<file path="src/hw/hpp_pkg.sv">
/*
 * Shared constants and types for the host parallel port: register offsets, control bit
 * positions, access codes, FIFO sizing, state and carrier structs.
 * Assumes a 32-bit APB register bus and a simple request/acknowledge system interconnect.
 */
package hpp_pkg;

    localparam logic [7:0]  CTRL_OFS     = 8'h30;
    localparam logic [7:0]  WADDR_OFS    = 8'h34;
    localparam logic [7:0]  RADDR_OFS    = 8'h38;

    localparam logic [1:0]  ACC_CTRL     = 2'h0;
    localparam logic [1:0]  ACC_DATA_INC = 2'h1;
    localparam logic [1:0]  ACC_ADDR     = 2'h2;
    localparam logic [1:0]  ACC_DATA_FIX = 2'h3;

    localparam int          CB_READY     = 0;
    localparam int          CB_IRQ_CPU   = 1;
    localparam int          CB_IRQ_HOST  = 2;
    localparam int          CB_DUAL      = 3;
    localparam int          CB_ADDR_SEL  = 4;
    localparam int          CB_WIDE      = 5;
    localparam int          CB_WF_EMPTY  = 6;
    localparam int          CB_RF_EMPTY  = 7;

    localparam int          FIFO_DEPTH   = 8;
    localparam logic [3:0]  FIFO_FULL    = 4'h8;
    localparam logic [31:0] ADDR_STEP    = 32'h0000_0004;
    localparam int          SYNC_W       = 6;
    localparam logic [5:0]  SYNC_RST     = 6'h30;

    typedef enum logic [1:0] {
        DMA_IDLE  = 2'b00,
        DMA_WRITE = 2'b01,
        DMA_READ  = 2'b10
    } hpp_dma_t;

    typedef struct packed {
        logic       sel_n;
        logic       strobe_n;
        logic       rw_read;
        logic [1:0] acc;
        logic       hw_second;
    } hpp_host_ctl_t;

    typedef struct packed {
        logic        req;
        logic        we;
        logic [31:0] addr;
        logic [31:0] wdata;
    } hpp_sys_req_t;

    typedef struct packed {
        logic                             strap_done;
        logic                             wide;
        logic                             strb_prev;
        logic                             active;
        hpp_host_ctl_t                    cyc;
        logic                             ready;
        logic [31:0]                      bus_out;
        logic                             bus_oe;
        logic                             irq_to_host;
        logic                             irq_to_cpu;
        logic                             dual;
        logic                             addr_sel_rd;
        logic [31:0]                      waddr;
        logic [31:0]                      raddr;
        logic [15:0]                      hold;
        logic [FIFO_DEPTH-1:0][31:0]      wf;
        logic [2:0]                       wf_rd;
        logic [2:0]                       wf_wr;
        logic [3:0]                       wf_cnt;
        logic                             w_inc;
        logic [FIFO_DEPTH-1:0][31:0]      rf;
        logic [2:0]                       rf_rd;
        logic [2:0]                       rf_wr;
        logic [3:0]                       rf_cnt;
        logic                             r_inc;
        hpp_dma_t                         dma;
        hpp_sys_req_t                     sys;
        logic                             pready;
        logic [31:0]                      prdata;
        logic                             pslverr;
    } hpp_state_t;

    localparam hpp_state_t STATE_RST = '0;

endpackage

</file>
<file path="src/hw/hpp_sync.sv">
/*
 * Two-stage level synchronizer for a group of asynchronous inputs.
 * Assumes the inputs are levels that stay stable for several clock periods.
 */
`timescale 1ns/1ps
module hpp_sync #(
    parameter int               W   = 1,
    parameter logic [W-1:0]     RST = '0
) (
    input  wire logic           i_clk,
    input  wire logic           i_nrst,
    input  wire logic [W-1:0]   i_d,
    output logic      [W-1:0]   o_q
);
    logic [1:0][W-1:0] st_r;
    logic [1:0][W-1:0] st_nxt;

    // Only the second stage is visible outside.
    always_comb begin
        st_nxt = {st_r[0], i_d};
    end

    always_ff @(posedge i_clk or negedge i_nrst) begin
        if (!i_nrst) begin
            st_r <= {RST, RST};
        end else begin
            st_r <= st_nxt;
        end
    end

    assign o_q = st_r[1];
endmodule // hpp_sync

</file>
<file path="src/hw/hpp_host_port.sv">
/*
 * Host parallel port: multiplexed 16/32-bit host slave, APB control slave for the CPU,
 * write and read FIFOs and a fixed transfer engine on the system interconnect.
 * Assumes the host holds bus data for at least three clocks after a strobe edge.
 */
// Design decisions made here: the APB register port and the placing of the registers.
`timescale 1ns/1ps
module hpp_host_port (
    input  wire logic                   i_sys_clk,
    input  wire logic                   i_nrst,
    input  wire logic                   i_bus_width_strap,
    input  wire logic                   i_port_select_n,
    input  wire logic                   i_data_strobe_n,
    input  wire logic                   i_rw_direction,
    input  wire logic [1:0]             i_access_select,
    input  wire logic                   i_halfword_id_in,
    input  wire logic [31:0]            i_host_muxed_bus_in,
    output logic      [31:0]            o_host_muxed_bus_out,
    output logic                        o_host_muxed_bus_oe,
    output logic                        o_host_ready_out,
    output logic                        o_irq_to_host,
    output logic                        o_irq_to_cpu,
    input  wire logic                   i_psel,
    input  wire logic                   i_penable,
    input  wire logic                   i_pwrite,
    input  wire logic [31:0]            i_paddr,
    input  wire logic [31:0]            i_pwdata,
    output logic      [31:0]            o_prdata,
    output logic                        o_pready,
    output logic                        o_pslverr,
    output hpp_pkg::hpp_sys_req_t       o_sys_cmd,
    input  wire logic                   i_sys_ack,
    input  wire logic [31:0]            i_sys_rdata
);
    import hpp_pkg::*;

    hpp_state_t     s_r;
    hpp_state_t     s_nxt;
    hpp_host_ctl_t  h;
    logic [5:0]     h_raw;
    logic           fall;
    logic           rise;
    logic           last_half;
    logic           inc;
    logic           can;
    logic           dma_quiet;
    logic           w_push;
    logic           w_pop;
    logic           r_push;
    logic           r_pop;
    logic           rf_flush;
    logic           apb_map;
    logic           apb_done;
    logic           low_half;
    logic           irq_cpu_set;
    logic           irq_cpu_clr;
    logic           irq_host_set;
    logic           irq_host_clr;
    logic [31:0]    word_in;
    logic [31:0]    ctrl_word;
    logic [31:0]    rd_word;

    ////////////////////////////////////////////////////////////////////////////////////////
    hpp_sync #(
        .W   (SYNC_W),
        .RST (SYNC_RST)
    ) u_sync (
        .i_clk  (i_sys_clk),
        .i_nrst (i_nrst),
        .i_d    ({i_port_select_n, i_data_strobe_n, i_rw_direction,
                  i_access_select, i_halfword_id_in}),
        .o_q    (h_raw)
    );

    assign h = hpp_host_ctl_t'(h_raw);

    ////////////////////////////////////////////////////////////////////////////////////////
    always_comb begin
        s_nxt        = s_r;
        w_push       = 1'b0;
        w_pop        = 1'b0;
        r_push       = 1'b0;
        r_pop        = 1'b0;
        rf_flush     = 1'b0;
        irq_cpu_set  = 1'b0;
        irq_cpu_clr  = 1'b0;
        irq_host_set = 1'b0;
        irq_host_clr = 1'b0;

        // The strap is caught on the first edge after reset release, never by the reset.
        if (!s_r.strap_done) begin
            s_nxt.strap_done = 1'b1;
            s_nxt.wide       = i_bus_width_strap;
        end

        fall            = s_r.strb_prev & ~h.strobe_n;
        rise            = ~s_r.strb_prev & h.strobe_n;
        s_nxt.strb_prev = h.strobe_n;
        last_half       = s_r.wide | s_r.cyc.hw_second;
        low_half        = s_r.wide | ~s_r.cyc.hw_second;
        inc             = (s_r.cyc.acc == ACC_DATA_INC);
        dma_quiet       = (s_r.dma == DMA_IDLE) && (s_r.wf_cnt == 4'h0);
        word_in         = s_r.wide ? i_host_muxed_bus_in
                                   : {i_host_muxed_bus_in[15:0], s_r.hold};

        ctrl_word              = 32'h0000_0000;
        ctrl_word[CB_READY]    = s_r.ready;
        ctrl_word[CB_IRQ_CPU]  = s_r.irq_to_cpu;
        ctrl_word[CB_IRQ_HOST] = s_r.irq_to_host;
        ctrl_word[CB_DUAL]     = s_r.dual;
        ctrl_word[CB_ADDR_SEL] = s_r.addr_sel_rd;
        ctrl_word[CB_WIDE]     = s_r.wide;
        ctrl_word[CB_WF_EMPTY] = (s_r.wf_cnt == 4'h0);
        ctrl_word[CB_RF_EMPTY] = (s_r.rf_cnt == 4'h0);

        // A cycle opens at the strobe's falling edge, and only while selected.
        if (fall && !h.sel_n) begin
            s_nxt.active = 1'b1;
            s_nxt.cyc    = h;
            if (h.rw_read && h.acc[0]) begin
                s_nxt.r_inc = (h.acc == ACC_DATA_INC);
            end
        end

        unique case (s_r.cyc.acc)
            ACC_CTRL: begin
                can     = 1'b1;
                rd_word = ctrl_word;
            end
            ACC_ADDR: begin
                // Address changes wait for the engine so no transfer sees a torn address.
                can     = dma_quiet;
                rd_word = (s_r.dual && s_r.addr_sel_rd) ? s_r.raddr : s_r.waddr;
            end
            ACC_DATA_INC, ACC_DATA_FIX: begin
                if (s_r.cyc.rw_read) begin
                    can = (s_r.rf_cnt != 4'h0);
                end else begin
                    can = !last_half || (inc ? (s_r.wf_cnt != FIFO_FULL) : dma_quiet);
                end
                rd_word = s_r.rf[s_r.rf_rd];
            end
        endcase

        s_nxt.ready   = ~s_r.active | can;
        s_nxt.bus_oe  = s_r.active & s_r.cyc.rw_read;
        s_nxt.bus_out = s_r.wide ? rd_word
                      : (s_r.cyc.hw_second ? {16'h0000, rd_word[31:16]}
                                           : {16'h0000, rd_word[15:0]});

        // A cycle completes at the strobe's rising edge.
        if (rise && s_r.active) begin
            s_nxt.active = 1'b0;
            if (!s_r.cyc.rw_read) begin
                if (!last_half) begin
                    s_nxt.hold = i_host_muxed_bus_in[15:0];
                end
                unique case (s_r.cyc.acc)
                    ACC_CTRL: begin
                        if (low_half) begin
                            s_nxt.dual        = i_host_muxed_bus_in[CB_DUAL];
                            s_nxt.addr_sel_rd = i_host_muxed_bus_in[CB_ADDR_SEL];
                            irq_cpu_set       = i_host_muxed_bus_in[CB_IRQ_CPU];
                            irq_host_clr      = i_host_muxed_bus_in[CB_IRQ_HOST];
                        end
                    end
                    ACC_ADDR: begin
                        if (last_half) begin
                            if (!s_r.dual || !s_r.addr_sel_rd) begin
                                s_nxt.waddr = word_in;
                            end
                            if (!s_r.dual || s_r.addr_sel_rd) begin
                                s_nxt.raddr = word_in;
                                s_nxt.r_inc = 1'b0;
                                rf_flush    = 1'b1;
                            end
                        end
                    end
                    ACC_DATA_INC, ACC_DATA_FIX: begin
                        if (last_half && can) begin
                            w_push      = 1'b1;
                            s_nxt.w_inc = inc;
                        end
                    end
                endcase
            end else if (s_r.cyc.acc[0] && last_half && (s_r.rf_cnt != 4'h0)) begin
                r_pop = 1'b1;
            end
        end

        // Writes drain before any fetch, so a read never overtakes host write data.
        unique case (s_r.dma)
            DMA_IDLE: begin
                if (s_r.wf_cnt != 4'h0) begin
                    s_nxt.dma       = DMA_WRITE;
                    s_nxt.sys.req   = 1'b1;
                    s_nxt.sys.we    = 1'b1;
                    s_nxt.sys.addr  = s_r.waddr;
                    s_nxt.sys.wdata = s_r.wf[s_r.wf_rd];
                end else if ((s_r.rf_cnt != FIFO_FULL) && (s_r.r_inc
                             || (s_r.active && s_r.cyc.rw_read && s_r.cyc.acc[0]
                                 && (s_r.rf_cnt == 4'h0)))) begin
                    s_nxt.dma      = DMA_READ;
                    s_nxt.sys.req  = 1'b1;
                    s_nxt.sys.we   = 1'b0;
                    s_nxt.sys.addr = s_r.raddr;
                end
            end
            DMA_WRITE: begin
                if (i_sys_ack) begin
                    s_nxt.dma     = DMA_IDLE;
                    s_nxt.sys.req = 1'b0;
                    w_pop         = 1'b1;
                    if (s_r.w_inc) begin
                        s_nxt.waddr = s_r.waddr + ADDR_STEP;
                    end
                end
            end
            DMA_READ: begin
                if (i_sys_ack) begin
                    s_nxt.dma     = DMA_IDLE;
                    s_nxt.sys.req = 1'b0;
                    r_push        = 1'b1;
                    if (s_r.r_inc) begin
                        s_nxt.raddr = s_r.raddr + ADDR_STEP;
                    end
                end
            end
            default: begin
                s_nxt.dma     = DMA_IDLE;
                s_nxt.sys.req = 1'b0;
            end
        endcase

        ////////////////////////////////////////////////////////////////////////////////////
        if (w_push) begin
            s_nxt.wf[s_r.wf_wr] = word_in;
            s_nxt.wf_wr         = s_r.wf_wr + 3'h1;
        end
        if (w_pop) begin
            s_nxt.wf_rd = s_r.wf_rd + 3'h1;
        end
        s_nxt.wf_cnt = s_r.wf_cnt + {3'h0, w_push} - {3'h0, w_pop};
        if (r_push) begin
            s_nxt.rf[s_r.rf_wr] = i_sys_rdata;
            s_nxt.rf_wr         = s_r.rf_wr + 3'h1;
        end
        if (r_pop) begin
            s_nxt.rf_rd = s_r.rf_rd + 3'h1;
        end
        s_nxt.rf_cnt = s_r.rf_cnt + {3'h0, r_push} - {3'h0, r_pop};
        if (rf_flush) begin
            s_nxt.rf_rd  = 3'h0;
            s_nxt.rf_wr  = 3'h0;
            s_nxt.rf_cnt = 4'h0;
        end

        ////////////////////////////////////////////////////////////////////////////////////
        // One wait state keeps read data and pready straight from flip-flops.
        apb_map      = (i_paddr[7:0] == CTRL_OFS) || (i_paddr[7:0] == WADDR_OFS)
                    || (i_paddr[7:0] == RADDR_OFS);
        apb_done     = i_psel & i_penable & s_r.pready;
        s_nxt.pready = i_psel & i_penable & ~s_r.pready;
        if (i_psel && i_penable && !s_r.pready) begin
            s_nxt.pslverr = ~apb_map;
            case (i_paddr[7:0])
                CTRL_OFS:  s_nxt.prdata = ctrl_word;
                WADDR_OFS: s_nxt.prdata = s_r.waddr;
                RADDR_OFS: s_nxt.prdata = s_r.raddr;
                default:   s_nxt.prdata = 32'h0000_0000;
            endcase
        end
        if (apb_done && i_pwrite && (i_paddr[7:0] == CTRL_OFS)) begin
            irq_host_set = i_pwdata[CB_IRQ_HOST];
            irq_cpu_clr  = i_pwdata[CB_IRQ_CPU];
        end

        // A set in the same cycle as a clear wins.
        s_nxt.irq_to_host = (s_r.irq_to_host & ~irq_host_clr) | irq_host_set;
        s_nxt.irq_to_cpu  = (s_r.irq_to_cpu & ~irq_cpu_clr) | irq_cpu_set;
    end

    always_ff @(posedge i_sys_clk or negedge i_nrst) begin
        if (!i_nrst) begin
            s_r <= STATE_RST;
        end else begin
            s_r <= s_nxt;
        end
    end

    ////////////////////////////////////////////////////////////////////////////////////////
    assign o_host_muxed_bus_out = s_r.bus_out;
    assign o_host_muxed_bus_oe  = s_r.bus_oe;
    assign o_host_ready_out     = s_r.ready;
    assign o_irq_to_host        = s_r.irq_to_host;
    assign o_irq_to_cpu         = s_r.irq_to_cpu;
    assign o_prdata             = s_r.prdata;
    assign o_pready             = s_r.pready;
    assign o_pslverr            = s_r.pslverr;
    assign o_sys_cmd            = s_r.sys;
endmodule // hpp_host_port

</file>
<file path="config.mk">
export PLATFORM = sky130hd
export DESIGN_NAME = hpp_host_port
export DESIGN_NICKNAME = d
export VERILOG_FILES = /design/src/hw/hpp_pkg.sv /design/src/hw/hpp_sync.sv /design/src/hw/hpp_host_port.sv
export SDC_FILE = /design/constraint.sdc
export NUM_CORES = 1
export LEC_CHECK = 0
export BUFFER_PORTS_ARGS = -buffer_cell sky130_fd_sc_hd__buf_2
export CORE_MARGIN = 2
export CORE_UTILIZATION = 65
export CTS_CLUSTER_DIAMETER = 30
export DETAILED_ROUTE_END_ITERATION = 8
export PLACE_DENSITY = 0.87
export SLEW_MARGIN = 10
export SYNTH_ARGS = -nofsm -noshare
export SYNTH_HDL_FRONTEND = slang
export SYNTH_SLANG_ARGS = --single-unit
</file>
<file path="constraint.sdc">
create_clock -name i_sys_clk -period 8.3 [get_ports i_sys_clk]
set_clock_uncertainty 0.1 [all_clocks]
set_input_delay 1.66 -clock i_sys_clk [delete_from_list [all_inputs] [get_ports i_sys_clk]]
set_output_delay 1.66 -clock i_sys_clk [all_outputs]
set_load 0.02 [all_outputs]
</file>
Yosys cells after proc, flatten, opt, wreduce, memory -nomap -nowiden
Cells that the tools add are included.
{ "classes": {"muxes": 73, "n_lt_le_gt_ge": 6, "bitwise": 23, "reduce_logical": 47, "add_sub_neg": 10, "n_eq_ne": 13} }
{ "op_table": {"columns": ["operator", "count"], "rows": [
  ["$bwmux 256", 2],
  ["$mux 32", 15],
  ["$bmux 32 s3", 2],
  ["$demux 32 s3", 2],
  ["$pmux 32 s3", 2],
  ["$mux 80", 2],
  ["$mux 64", 2],
  ["$mux 36", 2],
  ["$add 32x3->32 const B", 2],
  ["$mux 1", 35],
  ["$mux 16", 2],
  ["$eq 8x6->1 const B", 3],
  ["$logic_and 1x1->1", 18],
  ["$lt 3x4->1 const B", 4],
  ["$add 3x1->3 const B", 4],
  ["$mux 10", 1],
  ["$not 1->1", 10],
  ["$mux 3", 3],
  ["$add 4x1->4", 2],
  ["$and 1x1->1", 8],
  ["$logic_not 4->1", 2],
  ["$ne 4x4->1 const B", 2],
  ["$reduce_and 4->1", 2],
  ["$reduce_bool 2->1", 4],
  ["17 further kinds", 41]
]} }
{ "totals": {"word_cells": 225, "out_inout_bits": 136, "register_bits": 776, "inputBits": 141} }

Longest topological paths before layout
{ "depth": {"word_depth": 13, "depth_mapped": 12, "ltp_nobuf": 11} }

By module
From an unflattened synthesis, not the netlist that was laid out.
{ "unflattened": {"hier_cells": 3162, "area_unflattened_um2": 36194.7} }
{ "modules_own_cells": {"columns": ["module", "area_per_inst_um2", "seq_area_each_um2", "instances", "cells_each"], "rows": [
  ["hpp_host_port", 35889.4, 19068.3, 1, 3150],
  ["hpp_sync", 305.3, 305.3, 1, 12]
]} }

Least setup slack after synthesis
No wires, ideal clock.
{ "synth_timing": {"kind": "input to register", "startpoint": "in i_sys_ack", "endpoint": "reg s_r[681] (netlist name)", "setup_time_ps": 88, "required_ps": 8112, "arrival_ps": 3104, "path_stages": 7, "slack_ps": 5008, "n_path_buf": 2, "cell_sequence": "buf_2 and3_1 clkbuf_1 nand2_1 or3_1 or4_1 o211ai_1"} }
{ "synth_lines": {"columns": ["item", "line_no", "rtl"], "rows": [
  ["from (decl)", "hpp_host_port.sv:32", "input wire logic i_sys_ack,"],
  ["to (signal assigned)", "hpp_host_port.sv:287", "s_r <= s_nxt;"],
  ["to (decl)", "hpp_host_port.sv:37", "hpp_state_t s_r;"]
]} }

==> results.cfg <==
[power_and_ir_drop]
power.density_nw_per_um2 = 352
ir_drop_uv = 293
power.switching_mw = 5.09
p_sw_share_pct = 34.8
power_frac_comb_pct = 24.2
p_clk_share_pct = 38.9
p_seq_share_pct = 36.9
p_leak_nw = 19.0
intPower_mw = 9.55

[sta]
maxSlewViolCount = 0
clock.fmax_ghz = 0.249
worst_pin_slew_ns = 1.31
rsz0062_at_grt = no
finalSetupViolations = 0
final.period_utilization_pct = 48.3
tns_ns = 0
relSlewSlack_pct = 10.4
hold_viol_final = 0
period_needed_ns = 4.01

[clocking]
cts.path.max_buffers = 3
clkTransAtPathRegs_ns = 0.05
cts_tree = yes
cts.sinks = 774
clock_latency_ns = 0.74
cts_resized = 0
htreeDepth = 4
cts_root_buf = clkbuf_16
holdBufCountCts = 0
cts_setup_buffers = 0
cts_buffers = 136

[layout]
finalInstanceArea_um2 = 41600
utilization_pct = 75.5
area_delta_synth_final_pct = 14.7
final_nets = 3316
final_layout_size_suffix_gt1_share_pct = 30.1

[route]
avgRoutedWirePerCell_um = 26.8
drcViolationCount = 0
drtIter0Drc = 3564
routed_wl_um = 108000
vias = 27000
ant_nets = 0
viasPerCell = 6.73
firstDrtPassIters = 6

[critical_path]
crit_chain = nand2b_1 > a2111oi_4 > nand2_1 > o311ai_0 > o211ai_1
crit_type = reg -> reg
cpMaxStageDelayCell = a2111oi_4
cp.arrival_ns = 4.49
start_kind = flip-flop
endpoint_kind = flip-flop
worst-path-max-fanout = 21
slowest_delay_ns = 1.07
worst-endpoint-required_ns = 8.77

[synth]
synthCells = 3087
synthMostInstantiatedCell = dfrtp_1
synth_flop_cell = dfrtp_1
synth_seq_area_share_pct = 53.4
synth_edf_count = 0
ys_top_cells_by_area = dfrtp_1 53%, mux2_2 8.9%, mux4_2 8.0%, o21ai_0 4.3%, nand2_1 4.2%
synthesis.area_um2 = 36300
synth_seq_cells = 774
synth_nets = 3251
synth_common_cells = 770 x dfrtp_1, 406 x nand2_1, 314 x o21ai_0
postSynthAreaPerCell_um2 = 11.8
async_flop_share_pct = 100
synth_top_area_cell = dfrtp_1
yosysWarnings = 0
synth_top_area_share_pct = 53.1
synth.distinct_cells = 74

[global_route]
grt_pass1_vias = 28200
grt_pass1_wl_um = 164000
grt_usage_pct = 38.2
grt_start_max_net_pins = 170
grt-ovfl-total = 0
antenna_found_initial = 9

[placement]
placedInstanceArea_um2 = 36900
dp.final_hpwl_um = 63800
gp_congestion = 0.968
portBuffers = 222

[hold_path]
min_path_type = reg -> reg

[job]
cap_viol_max_count = 0

[floorplanning]
core_area_um2 = 55100
io_pins = 277
die-area_um2 = 57700
die_y_um = 240
start_util_pct = 65.9
die_x_um = 240
rows = 86

[outcome]
status = finished clean
## through the flow
step / total power, mW / std cells / worst slack (ns) / hold WS [ns]
after floorplan: 7.72 / 3087 / 5.01 / 0.231
after global placement: 8.58 / 3762 / 4.54 / 0.235
after detailed placement: 8.76 / 3762 / 4.46 / 0.243
after CTS: 14.5 / 4013 / 4.45 / 0.238
after global routing: 15.1 / 4014 / 4.15 / 0.261
final: 14.6 / 4015 / 4.29 / 0.247
## registers in the layout (all words and copies together), names as in the netlist
signal and count:
o_pslverr 1, o_irq_to_host 1, o_host_muxed_bus_oe 1, u_sync.st_nxt 6, o_irq_to_cpu 1, o_host_ready_out 1, o_sys_cmd 66, ctrl_word 3
o_host_muxed_bus_out 32, o_prdata 32, u_sync.o_q 6, s_r 623, o_pready 1
## logic make-up after synthesis
kind of cell	after synthesis	synth area share [%]
compound gates	633	10.4
xor+xnor	13	0.314
fa+ha+maj	23	0.835
buf+inv	382	5.76
flops	774	53.4
mux	539	20.3
other cells	1	0.0103
simple gates	722	9.01
## power by group through the flow
stage | combinational (mW) | sequential [mW] | clock [mW]
global route | 3.75 | 5.45 | 5.90
global placement | 3.28 | 5.30 | 0
detailed placement | 3.40 | 5.35 | 0
floorplan | 2.85 | 4.87 | 0
finish | 3.54 | 5.40 | 5.69
CTS | 3.48 | 5.34 | 5.72
## cell usage in the layout (no fill, tap or decap), types with 21 or more instances in the layout
cell type,n
a21oi_1,134
a22oi_1,35
buf_2,221
buf_4,47
clkbuf_16,137
clkinv_2,21
dfrtp_1,764
ha_1,21
inv_1,37
mux2_2,287
mux2i_1,121
mux4_2,129
nand2_1,406
nand3_1,28
nor2_1,135
nor3_1,24
o21ai_0,314
## cell type report
| cell class | count | area, µm² |
|---|---|---|
| Clock inverter | 87 | 1040 |
| Tap cell | 748 | 936 |
| Timing Repair Buffer | 272 | 1530 |
| Sequential cell | 774 | 19400 |
| Clock buffer | 164 | 3670 |
| Fill cell | 3194 | 13500 |
| Inverter | 37 | 139 |
| Antenna cell | 2 | 5.00 |
| Multi-Input combinational cell | 1931 | 14900 |
## per-layer routing
layer / up-vias / GRT usage, % / part of all wire, %
met5: - / 0 / 0.090
li1: 11100 / - / -
met3: 492 / 11.6 / 11
met4: 12 / 25.5 / 7.0
met1: 13600 / 47.0 / 35
met2: 1859 / 58.8 / 47
## path summary, 6_finish.rpt
check                                  start       endpoint  cells past startpoint  slack, ns
setup / recovery                    s_r[756]       s_r[681]                      5       4.29
hold / removal             u_sync.st_nxt[11]  u_sync.o_q[5]                      0       0.25
setup reg to reg                    s_r[756]       s_r[681]                      5       4.29
hold reg to reg            u_sync.st_nxt[11]  u_sync.o_q[5]                      0       0.25
max in group asynchronous             i_nrst       s_r[110]                      2       5.61
min in group asynchronous             i_nrst       s_r[559]                      1       0.90
## worst max-delay path: cells and delay by family (launching register included)
kind / cells / cell delay [ns]
compound gates: 3 / 1.55
simple gates: 2 / 1.45
flops: 1 / 0.75
Power figures use the tool's default switching activity.
